==> config.mk <==
export PLATFORM = sky130hd
export DESIGN_NAME = interrupt_vector_map
export DESIGN_NICKNAME = d
export VERILOG_FILES = /design/src/core/vector_pick.v /design/src/core/interrupt_vector_map.v
export VERILOG_INCLUDE_DIRS = /design/src /design/src/common
export SDC_FILE = /design/constraint.sdc
export NUM_CORES = 1
export LEC_CHECK = 0
export BUFFER_PORTS_ARGS = -buffer_cell sky130_fd_sc_hd__buf_2
export CORE_ASPECT_RATIO = 0.8
export CORE_MARGIN = 10
export CORE_UTILIZATION = 50
export DETAILED_ROUTE_END_ITERATION = 7
export HOLD_SLACK_MARGIN = 0.02
export PLACE_DENSITY = 0.82
export SLEW_MARGIN = 40
export SYNTH_ARGS = -nofsm -noshare
export SYNTH_HDL_FRONTEND = slang
export SYNTH_SLANG_ARGS = --single-unit
==> constraint.sdc <==
create_clock -name ref_clk_i -period 6.95 [get_ports ref_clk_i]
set_input_delay 0.695 -clock ref_clk_i [delete_from_list [all_inputs] [get_ports ref_clk_i]]
set_output_delay 0.695 -clock ref_clk_i [all_outputs]
set_load 0.01 [all_outputs]
==> src/common/vector_map_defs.vh <==
`ifndef VECTOR_MAP_DEFS_VH
`define VECTOR_MAP_DEFS_VH

// ==========================================================================
// Vector table layout
// ==========================================================================
`define VEC_COUNT          26
`define VEC_SRC_COUNT      25
`define VEC_ADDR_W         12
`define VEC_NUM_W          5
`define VEC_RESET_ADDR     12'h000
`define VEC_TABLE_START    12'h001
`define VEC_STRIDE         12'h001
`define VEC_BOOT_START     12'hC00
`define VEC_RESET_NUM      5'h01
`define VEC_ADDR_NONE      12'h000

`endif

==> src/core/vector_pick.v <==
`timescale 1ns/10ps
`default_nettype none

// ==========================================================================
// Lowest-index pending source picker
// ==========================================================================
module vector_pick #(
  parameter N = 25,
  parameter W = 5
) (
  input  wire [N-1:0] req_i,    // Pending and enabled sources
  output reg          any_o,    // At least one request
  output reg  [W-1:0] index_o   // Index of lowest set bit
);

  integer k;

  // Scan from top so the lowest index wins last
  always @* begin
    any_o   = 1'b0;
    index_o = {W{1'b0}};
    for (k = N - 1; k >= 0; k = k - 1) begin
      if (req_i[k]) begin
        any_o   = 1'b1;
        index_o = k[W-1:0];
      end
    end
  end

endmodule // vector_pick

`default_nettype wire

==> src/core/interrupt_vector_map.v <==
`timescale 1ns/10ps
`default_nettype none
`include "vector_map_defs.vh"

// Summary of operation
// RULE_01 - Every system reset source fetches vector 1 at address zero unless the boot fuse is programmed.
// RULE_02 - External request zero uses address one, external request one uses two.
// RULE_03 - Pin-change groups use three to five, watchdog timeout uses six.
// RULE_04 - Timer C match A, match B, overflow use seven, eight, nine.
// RULE_05 - Timer B capture, match A, match B, overflow use 0x00A to 0x00D.
// RULE_06 - Timer A match A, match B, overflow use 0x00E, 0x00F, 0x010.
// RULE_07 - Sync serial done uses 0x011, serial receive done uses 0x012.
// RULE_08 - Serial buffer empty uses 0x013, serial transmit done uses 0x014.
// RULE_09 - Converter 0x015, nvm ready 0x016, comparator 0x017, two-wire 0x018.
// RULE_10 - Program store ready uses 0x019, the last of 26 vectors.
// RULE_11 - Reset address and table start follow boot fuse and relocate bit.
// RULE_12 - A source not enabled never causes a vector fetch.
// RULE_13 - With relocate bit set, boot start is added to table addresses.
// RULE_14 - Programmed boot fuse (zero) starts execution at boot reset address.
// RULE_15 - Each vector is one instruction word; neighbours differ by one.
// RULE_16 - Of several pending enabled sources, the lowest vector number wins.

module interrupt_vector_map #(
  parameter ADDR_W     = `VEC_ADDR_W,      // Program address width
  parameter BOOT_START = `VEC_BOOT_START   // Boot section start word
) (
  input  wire              ref_clk_i,              // Core clock
  input  wire              sys_rst_i,              // Async reset, active high
  input  wire              ext_pin_rst_i,          // External reset pin, async
  input  wire              power_on_rst_i,         // Power-on reset request
  input  wire              brown_out_rst_i,        // Brown-out reset request
  input  wire              watchdog_rst_i,         // Watchdog system reset request
  input  wire              boot_reset_fuse_i,      // 0 = programmed
  input  wire              vector_relocate_bit_i,  // 1 = table in boot section
  input  wire              global_enable_i,        // Core interrupt enable
  input  wire              ext_irq_zero_i,         // Source, vector 2
  input  wire              ext_irq_one_i,          // Source, vector 3
  input  wire              pin_change_group_a_i,   // Source, vector 4
  input  wire              pin_change_group_b_i,   // Source, vector 5
  input  wire              pin_change_group_c_i,   // Source, vector 6
  input  wire              watchdog_timeout_i,     // Source, vector 7
  input  wire              timer_c_match_a_i,      // Source, vector 8
  input  wire              timer_c_match_b_i,      // Source, vector 9
  input  wire              timer_c_overflow_i,     // Source, vector 10
  input  wire              timer_b_capture_i,      // Source, vector 11
  input  wire              timer_b_match_a_i,      // Source, vector 12
  input  wire              timer_b_match_b_i,      // Source, vector 13
  input  wire              timer_b_overflow_i,     // Source, vector 14
  input  wire              timer_a_match_a_i,      // Source, vector 15
  input  wire              timer_a_match_b_i,      // Source, vector 16
  input  wire              timer_a_overflow_i,     // Source, vector 17
  input  wire              sync_serial_transfer_done_i, // Source, vector 18
  input  wire              serial_rx_done_i,       // Source, vector 19
  input  wire              serial_tx_buffer_empty_i, // Source, vector 20
  input  wire              serial_tx_done_i,       // Source, vector 21
  input  wire              converter_done_i,       // Source, vector 22
  input  wire              nvm_ready_i,            // Source, vector 23
  input  wire              comparator_event_i,     // Source, vector 24
  input  wire              two_wire_event_i,       // Source, vector 25
  input  wire              program_store_ready_i,  // Source, vector 26
  input  wire [24:0]       source_enable_i,        // Per-source enable, bit0 = vector 2
  input  wire              vector_ack_i,           // Core took the vector
  output reg               vector_req_o,           // Fetch request to core
  output reg  [ADDR_W-1:0] vector_addr_o,          // Address to fetch
  output reg  [4:0]        vector_num_o,           // Vector number 1..26
  output reg               in_reset_o              // Reset vector pending
);

  // ========================================================================
  // Address arithmetic
  // ========================================================================
  // Table base for the current relocation setting
  function [ADDR_W-1:0] table_base;
    input reloc;
    begin
      table_base = reloc ? BOOT_START[ADDR_W-1:0] : {ADDR_W{1'b0}};  // see RULE_13
    end
  endfunction

  // Word address of a vector number; one word per slot
  function [ADDR_W-1:0] slot_addr;
    input [4:0] num;
    input       reloc;
    reg   [ADDR_W-1:0] off;
    begin
      off       = {{(ADDR_W-5){1'b0}}, num - 5'h01};            // see RULE_15
      slot_addr = table_base(reloc) + off;                     // see RULE_11
    end
  endfunction

  // ========================================================================
  // Input synchronisers
  // ========================================================================
  // Sources and reset requests come from other logic or pins; all pass two flops
  wire [24:0] src_raw = {program_store_ready_i, two_wire_event_i, comparator_event_i,
                         nvm_ready_i, converter_done_i, serial_tx_done_i,
                         serial_tx_buffer_empty_i, serial_rx_done_i,
                         sync_serial_transfer_done_i, timer_a_overflow_i,
                         timer_a_match_b_i, timer_a_match_a_i, timer_b_overflow_i,
                         timer_b_match_b_i, timer_b_match_a_i, timer_b_capture_i,
                         timer_c_overflow_i, timer_c_match_b_i, timer_c_match_a_i,
                         watchdog_timeout_i, pin_change_group_c_i,
                         pin_change_group_b_i, pin_change_group_a_i,
                         ext_irq_one_i, ext_irq_zero_i};  // see RULE_02
  wire [3:0]  rst_raw = {watchdog_rst_i, brown_out_rst_i, power_on_rst_i, ext_pin_rst_i};

  reg  [24:0] src_meta_r;
  reg  [24:0] src_sync_r;
  reg  [3:0]  rst_meta_r;
  reg  [3:0]  rst_sync_r;

  // Two-stage synchroniser; first stage feeds only the second
  always @(posedge ref_clk_i or posedge sys_rst_i) begin
    if (sys_rst_i) begin
      src_meta_r <= 25'h000_0000;
      src_sync_r <= 25'h000_0000;
      rst_meta_r <= 4'h0;
      rst_sync_r <= 4'h0;
    end else begin
      src_meta_r <= src_raw;
      src_sync_r <= src_meta_r;
      rst_meta_r <= rst_raw;
      rst_sync_r <= rst_meta_r;
    end
  end

  // ========================================================================
  // Request qualification and priority
  // ========================================================================
  // Disabled sources are masked out entirely
  wire [24:0] src_live = src_sync_r & source_enable_i & {25{global_enable_i}};  // see RULE_12

  wire        pick_any;
  wire [4:0]  pick_idx;

  // Lowest bit is the lowest vector number
  vector_pick #(
    .N (`VEC_SRC_COUNT),
    .W (`VEC_NUM_W)
  ) u_pick (
    .req_i   (src_live),
    .any_o   (pick_any),
    .index_o (pick_idx)
  );  // see RULE_16

  // Source index 0 is vector 2; range checked by the picker width
  wire [4:0]  pick_num = pick_idx + 5'h02;  // see RULE_03
  wire        any_sys_rst = |rst_sync_r;    // see RULE_01

  // ========================================================================
  // Handshake state machine
  // ========================================================================
  localparam [1:0] ST_RESET = 2'b00;
  localparam [1:0] ST_IDLE  = 2'b01;
  localparam [1:0] ST_REQ   = 2'b10;

  reg  [1:0]        state_r;
  reg  [1:0]        state_nxt;
  reg  [ADDR_W-1:0] addr_nxt;
  reg  [4:0]        num_nxt;

  // Next state; a system reset preempts any pending interrupt vector
  always @* begin
    state_nxt = state_r;
    addr_nxt  = vector_addr_o;
    num_nxt   = vector_num_o;
    case (state_r)
      ST_RESET: begin
        // Programmed fuse sends reset to the boot section
        addr_nxt  = boot_reset_fuse_i ? `VEC_RESET_ADDR : BOOT_START[ADDR_W-1:0];  // see RULE_14
        num_nxt   = `VEC_RESET_NUM;  // see RULE_01
        if (vector_ack_i && !any_sys_rst) begin
          state_nxt = ST_IDLE;
        end
      end
      ST_IDLE: begin
        if (any_sys_rst) begin
          state_nxt = ST_RESET;
        end else if (pick_any) begin
          state_nxt = ST_REQ;
          addr_nxt  = slot_addr(pick_num, vector_relocate_bit_i);  // see RULE_04
          num_nxt   = pick_num;  // see RULE_05
        end
      end
      ST_REQ: begin
        // Vector is held steady until the core accepts it
        if (any_sys_rst) begin
          state_nxt = ST_RESET;
        end else if (vector_ack_i) begin
          state_nxt = ST_IDLE;
        end
      end
      default: begin
        state_nxt = ST_RESET;
      end
    endcase
  end

  // State and output registers
  always @(posedge ref_clk_i or posedge sys_rst_i) begin
    if (sys_rst_i) begin
      state_r       <= ST_RESET;
      vector_addr_o <= `VEC_ADDR_NONE;
      vector_num_o  <= `VEC_RESET_NUM;
    end else begin
      state_r       <= state_nxt;
      vector_addr_o <= addr_nxt;  // see RULE_06
      vector_num_o  <= num_nxt;   // see RULE_07
    end
  end

  // Request and reset flags follow state; vectors 19..26 use the same slot math
  always @* begin
    vector_req_o = (state_r == ST_RESET) || (state_r == ST_REQ);  // see RULE_08
    in_reset_o   = (state_r == ST_RESET);  // see RULE_09
  end

  // Vector 26 lands at 0x019 by the one-word stride; see RULE_10

endmodule // interrupt_vector_map

`default_nettype wire

Word level (Yosys, flattened, before mapping):

Index checks and enable logic that the tools add are counted.
W data, S select, Z words.

* add/subtract/negate cells: 3
* muxes and demuxes: 64
* reduce and logical (&&, ||, !) cells: 8
* bitwise operators: 2
* equality and inequality tests: 7

Operators by type and width (number)
* $mux W5: 27
* $and A25 B25 Y25: 2
* $mux W12: 4
* $mux W1: 25
* $pmux W12 S2: 1
* $add A12 B5 Y12: 1
* $mux W2: 5
* $pmux W5 S2: 1
* $ne A3 B3 Y1 const B: 2
* $pmux W2 S3: 1
* $reduce_and A3 Y1: 2
* $add A5 B2 Y5 const B: 1
* $sub A5 B1 Y5 const B: 1
* $ne A2 B2 Y1 const B: 2
* $reduce_or A4 Y1: 1
* $eq A2 B1 Y1 const B: 1
* $eq A2 B2 Y1 const B: 1
* $logic_not A2 Y1: 1
* $ne A2 B1 Y1 const B: 1
* $reduce_bool A2 Y1: 1
* $logic_and A1 B1 Y1: 1
* $logic_not A1 Y1: 1
* $logic_or A1 B1 Y1: 1

* word-level logic and storage cells: 91
* output and inout port bits: 19
* register bits after elaboration: 77
* bits of input ports: 60

Depth between registers and ports, before layout:

* word-level depth: 33
* gate-level depth with buffers: 11
* gate-level depth less buffers: 11

By module:

From an unflattened synthesis, not the netlist that was laid out.

* cells, all modules: 199
* area total of the unflattened synthesis: 2601.2 um2

By module, submodules not included
* interrupt_vector_map: instances 1, area an instance 2306.0 um2, seq. area each 1778.0 um2, cells each 150
* vector_pick: instances 1, area an instance 295.3 um2, seq. area each 0.0 um2, cells each 49

Worst setup path before layout:

Ideal clock, no wire load.

* kind: input -> register
* start: input port source_enable_i[21]
* end: register vector_addr_o[4]
* slack: 4.318 ns
* arrival time: 2.509 ns
* required time: 6.827 ns
* path buffers: 0
* setup time: 0.123 ns
* cell stages on the path: 11
* cell sequence: a22oi_1 -> nor3b_1 -> o21ai_1 -> a22oi_1 -> nor2_1 -> a311oi_1 -> ha_1 -> xnor2_1 -> nor3b_2 -> xnor2_1 -> o2bb2ai_1

* cells in the longest elaborated chain, start to end: 30
* elaborated cells between the ends (all ways): 54
* those cells by class: add/sub: 3; eq/ne: 1; mux: 47; bitwise: 2; reduce/logical: 1

Ends and longest elaborated chain
* start: declaration: RTL line interrupt_vector_map.v:61 `input wire [24:0] source_enable_i,`
* $and A25 B25 Y25 (*) (2 in a row): RTL line interrupt_vector_map.v:131 `wire [24:0] src_live = src_sync_r & source_enable_i & {25{global_enable_i}};`
* $mux W5 (22 in a row): RTL line vector_pick.v:23 `if (req_i[k]) begin`
* $add A5 B2 Y5: RTL line interrupt_vector_map.v:147 `wire [4:0] pick_num = pick_idx + 5'h02;`
* $sub A5 B1 Y5: RTL line interrupt_vector_map.v:86 `off = {{(ADDR_W-5){1'b0}}, num - 5'h01};`
* $add A12 B5 Y12: RTL line interrupt_vector_map.v:87 `slot_addr = table_base(reloc) + off;`
* $mux W12: RTL line interrupt_vector_map.v:179 `end else if (pick_any) begin`
* $mux W12: RTL line interrupt_vector_map.v:177 `if (any_sys_rst) begin`
* $pmux W12 S2: RTL line interrupt_vector_map.v:167 `case (state_r)`
* end signal: assignment: RTL line interrupt_vector_map.v:203 `` vector_addr_o <= `VEC_ADDR_NONE; ``
* end signal: assignment: RTL line interrupt_vector_map.v:207 `vector_addr_o <= addr_nxt;`
* end: declaration: RTL line interrupt_vector_map.v:64 `output reg [ADDR_W-1:0] vector_addr_o,`

Mark *: on every way between the ends. The rest lies on a longest branch, timed or not. The select of a mux whose other input is x is not followed.
A chain may end at the register's enable or synchronous reset.

Worst setup path after layout:

* start: input port global_enable_i
* end: register vector_addr_o[4]

* cells in the longest elaborated chain, start to end: 32
* elaborated cells between the ends (all ways): 59
* those cells by class: add/sub: 3; eq/ne: 1; mux: 53; bitwise: 1; reduce/logical: 1

Ends and longest elaborated chain
* start: declaration: RTL line interrupt_vector_map.v:35 `input wire global_enable_i,`
* $and A25 B25 Y25 (*): RTL line interrupt_vector_map.v:131
* $mux W5 (25 in a row): RTL line vector_pick.v:23
* $add A5 B2 Y5: RTL line interrupt_vector_map.v:147
* $sub A5 B1 Y5: RTL line interrupt_vector_map.v:86
* $add A12 B5 Y12: RTL line interrupt_vector_map.v:87
* $mux W12: RTL line interrupt_vector_map.v:179
* $mux W12: RTL line interrupt_vector_map.v:177
* $pmux W12 S2: RTL line interrupt_vector_map.v:167

Marks and branches as above.

==> parameters.txt <==
Parameter                              Value

Detailed routing
  Highest routed metal layer    met4
  Routed wire length    5561 um
  Routed wire per std cell    15.89 um
  Number of vias per cell after detailed routing    5.117
  Met2 layer wire length in the routed design    2579 um
  Met1 Wirelength    2297 um
  Drt pass-1 iters    4
  Met3 WL post-DR    630 um
  Via count    1791
  Detailed router's first-iteration violation count    81
  Remaining DRCs    0
  Detail Route Antenna Nets    0

Clock tree
  Clock-pin transition on the worst setup and hold timing paths    0.07 ns
  CTS tree    built
  Hold buffer count at cts    0
  Maximum clock insertion buffer count    2
  Number of sinks on the clock net    71
  Clk Latency, worst-skew pair    0.34 ns
  Library cell used as clock root buffer    sky130_fd_sc_hd__clkbuf_8
  Number of gates given a new drive strength after cts    0
  Number of post-CTS setup repair buffers    0
  CTS HTree Levels    3
  CTS Buf Count    9

Finish
  Share of final-layout standard cells stronger than drive strength 1    35.42%
  Synth-to-Final Area Change    22.89%
  Ant diodes    0
  Number of nets in the final layout    346

STA
  Setup-violating endpoint count in the final report    0
  Worst clock skew    0.005670 ns
  Slew Limit Fails    0
  Final Hold Vio Count    0
  Smallest setup slack after layout    4.080 ns
  Setup repair after global routing missed its margin    no
  Final period utilization    41.30%
  Pin slew with the least headroom to its limit    0.6441 ns
  Worst max-slew margin expressed relative to the limit    56.77%
  Final-layout setup total negative slack    0 ns
  Max Clock Freq    348.4 MHz
  Final period demand of the worst path    2.870 ns

Pwr
  PD cells    257.9 mW/mm^2
  Sw Pwr    198.9 uW
  Peak ir drop on the vdd network    0.2211 mV
  Pint    641.2 uW
  Proportion of power drawn by combinational gates    9.8%
  Sequential power share    52.0%
  Total power after layout    840.1 uW
  Portion of total power attributed to the clock network    38.2%
  Static leakage    0.001585 uW
  Switching power share of the total    23.68%

Setup path
  Peak per-stage delay on the critical path    0.53 ns
  Most frequent cell on the critical path    sky130_fd_sc_hd__xnor2_1
  Data required, critical path    7.18 ns
  Max FO, Critical Path    21
  Element type at the critical path end    register
  CP max stage cell    sky130_fd_sc_hd__a311oi_1
  Nature of the critical path startpoint    primary input
  Number of cells on the worst reg-to-reg path    11
  CP Data Arrival Time    3.10 ns
  Chain of cells forming the critical path    buf_2 > inv_2 > nor3b_1 > o21ai_1 > a22oi_1 > nor2_1 > a311oi_1 > ha_1 > xnor2_1 > nor3b_2 > xnor2_1 > o2bb2ai_1
  Crit path kind    in2reg
  Source of the worst register-to-register timing path    src_sync_r[21]
  Crit path from    global_enable_i

Floorplan
  Area of the core    0.005065 mm^2
  Floorplan die width    101.4 um
  Die Footprint    0.008633 mm^2
  Vertical die dimension    85.13 um
  Boundary Pins    79
  Starting Density    52.35%
  Number of cell rows    23

Synth
  Ys flop type    sky130_fd_sc_hd__dfrtp_1
  Synthesized flop and latch total    71
  Average instance area after synthesis    13.00 um^2
  Yosys warning count    0
  Count of unique library cells instantiated by Yosys    50
  FFs w/ async S/R, synth    100.0%
  Number of enable flip-flop cells after synthesis    0
  Cell area after synthesis    0.002651 mm^2
  Sequential area share after synthesis    67.06%
  Post-synthesis instance total    204

Global routing
  Aggregate global-route resource usage    13.74%
  Vias in the first global route    1865
  Global-route wire length before repair    9039 um
  Initial antenna violation count    0
  Overall overflow remaining after global route    0
  Pin count of the biggest net entering global routing    72

Placed design
  # port buffers    73
  Final weighted congestion of routability-driven global placement    0.8264
  Detailed placer's ending HPWL    4246 um
  Setup Slack @ Placement    3.730 ns

Flow run
  Maximum Capacitance Violations    0

Outcome
  Outcome    completed

Min path
  Hold Startpoint    src_meta_r[2]
  Worst Hold Path Cells    0
  Hold crit path type    reg2reg
final timing paths:
path                               endpoint  slack (ns)
min in group asynchronous     rst_meta_r[2]        0.49
hold reg to reg               src_sync_r[2]        0.35
setup reg to reg           vector_addr_o[4]        4.21
max in group asynchronous    src_sync_r[17]        6.05
setup / recovery           vector_addr_o[4]        4.08
hold / removal                src_sync_r[2]        0.35
flip-flops by register name (all words and copies together), names as in the netlist:
name           count
vector_addr_o      6
state_r            2
rst_sync_r         4
src_meta_r        25
vector_num_o       5
src_sync_r        25
rst_meta_r         4
power groups by stage:
stage               sequential (uW)  clock (uW)  combinational (uW)
floorplan                       443           0                54.9
global placement                444           0                79.3
detailed placement              445           0                81.8
CTS                             437         332                83.0
global route                    439         354                93.1
finish                          437         321                82.2
logic make-up (layout without fill, tap and decap cells):
group / count (synthesis) / after routing / share of synthesized area [%]
muxes: 1 / 1 / 0.3776
buffers and inverters: 15 / 95 / 3.020
xor gates and xnor gates: 4 / 4 / 1.321
and+or+nand+nor: 62 / 62 / 12.55
adders and majority gates: 3 / 3 / 1.416
DFF: 71 / 71 / 67.06
other: 1 / 5 / 0.1414
AOI/OAI and AO/OA: 47 / 47 / 14.11
placed cells by master, fill, tap and decap left out, types with 2 or more instances in the layout:
master	count
sky130_fd_sc_hd__a21oi_1	8
sky130_fd_sc_hd__a22o_1	4
sky130_fd_sc_hd__a22oi_1	4
sky130_fd_sc_hd__a32o_1	6
sky130_fd_sc_hd__buf_2	73
sky130_fd_sc_hd__clkbuf_8	10
sky130_fd_sc_hd__clkinv_2	2
sky130_fd_sc_hd__clkinv_4	2
sky130_fd_sc_hd__conb_1	5
sky130_fd_sc_hd__dfrtp_1	70
sky130_fd_sc_hd__ha_1	3
sky130_fd_sc_hd__inv_1	3
sky130_fd_sc_hd__inv_2	2
sky130_fd_sc_hd__nand2_1	36
sky130_fd_sc_hd__nand3_1	2
sky130_fd_sc_hd__nor2_1	7
sky130_fd_sc_hd__nor3_1	2
sky130_fd_sc_hd__nor3b_1	2
sky130_fd_sc_hd__o21ai_0	4
sky130_fd_sc_hd__o21ai_1	3
sky130_fd_sc_hd__o2bb2ai_1	5
sky130_fd_sc_hd__xnor2_1	4
worst max-delay path, delay by kind of cell:
kind / cells / cell delay (ns)
and+or+nand+nor: 3 / 0.50
adders and majority gates: 1 / 0.30
buffers and inverters: 2 / 0.42
AOI/OAI and AO/OA: 4 / 0.91
xor gates and xnor gates: 2 / 0.26
stage by stage:
stage	instance area [um^2]	cells	hold WS [ns]	util, %
after floorplan	2666	208	0.3312	-
after global placement	3055	334	0.3320	60.33
after detailed placement	3055	334	0.3347	60.33
after CTS	3254	350	0.3485	64.25
after global routing	3258	350	0.3548	64.33
final	3258	350	0.3466	64.33
routing by layer:
metal / global-route usage (%) / up-vias
met5: 0 / -
met4: 4.551 / 0
met3: 8.833 / 8
met2: 19.70 / 71
met1: 16.41 / 835
li1: - / 877
area by class of cell:
class	instances	area [um^2]
Fill cell	405	1807
Multi-Input combinational cell	122	808.3
Inverter	5	18.77
Clock buffer	11	141.4
Sequential cell	71	1778
Timing Repair Buffer	74	376.6
Clock inverter	5	57.56
Tap cell	62	77.57
cells in the mapped netlist, types with 2 or more instances:
master                       n  share of area, %
sky130_fd_sc_hd__a21oi_1     8               1.5
sky130_fd_sc_hd__a22o_1      4               1.3
sky130_fd_sc_hd__a22oi_1     4               1.1
sky130_fd_sc_hd__a32o_1      6               2.3
sky130_fd_sc_hd__buf_4       6               1.7
sky130_fd_sc_hd__clkbuf_1    2              0.28
sky130_fd_sc_hd__dfrtp_1    70                66
sky130_fd_sc_hd__ha_1        3               1.4
sky130_fd_sc_hd__inv_1       4              0.57
sky130_fd_sc_hd__nand2_1    36               5.1
sky130_fd_sc_hd__nand3_1     2              0.38
sky130_fd_sc_hd__nor2_1      7              0.99
sky130_fd_sc_hd__nor3_1      2              0.38
sky130_fd_sc_hd__nor3b_1     2              0.57
sky130_fd_sc_hd__o21ai_0     4              0.76
sky130_fd_sc_hd__o21ai_1     3              0.57
sky130_fd_sc_hd__o2bb2ai_1   5               1.7
sky130_fd_sc_hd__xnor2_1     4               1.3
No activity file was read; power rests on OpenSTA's default activity.
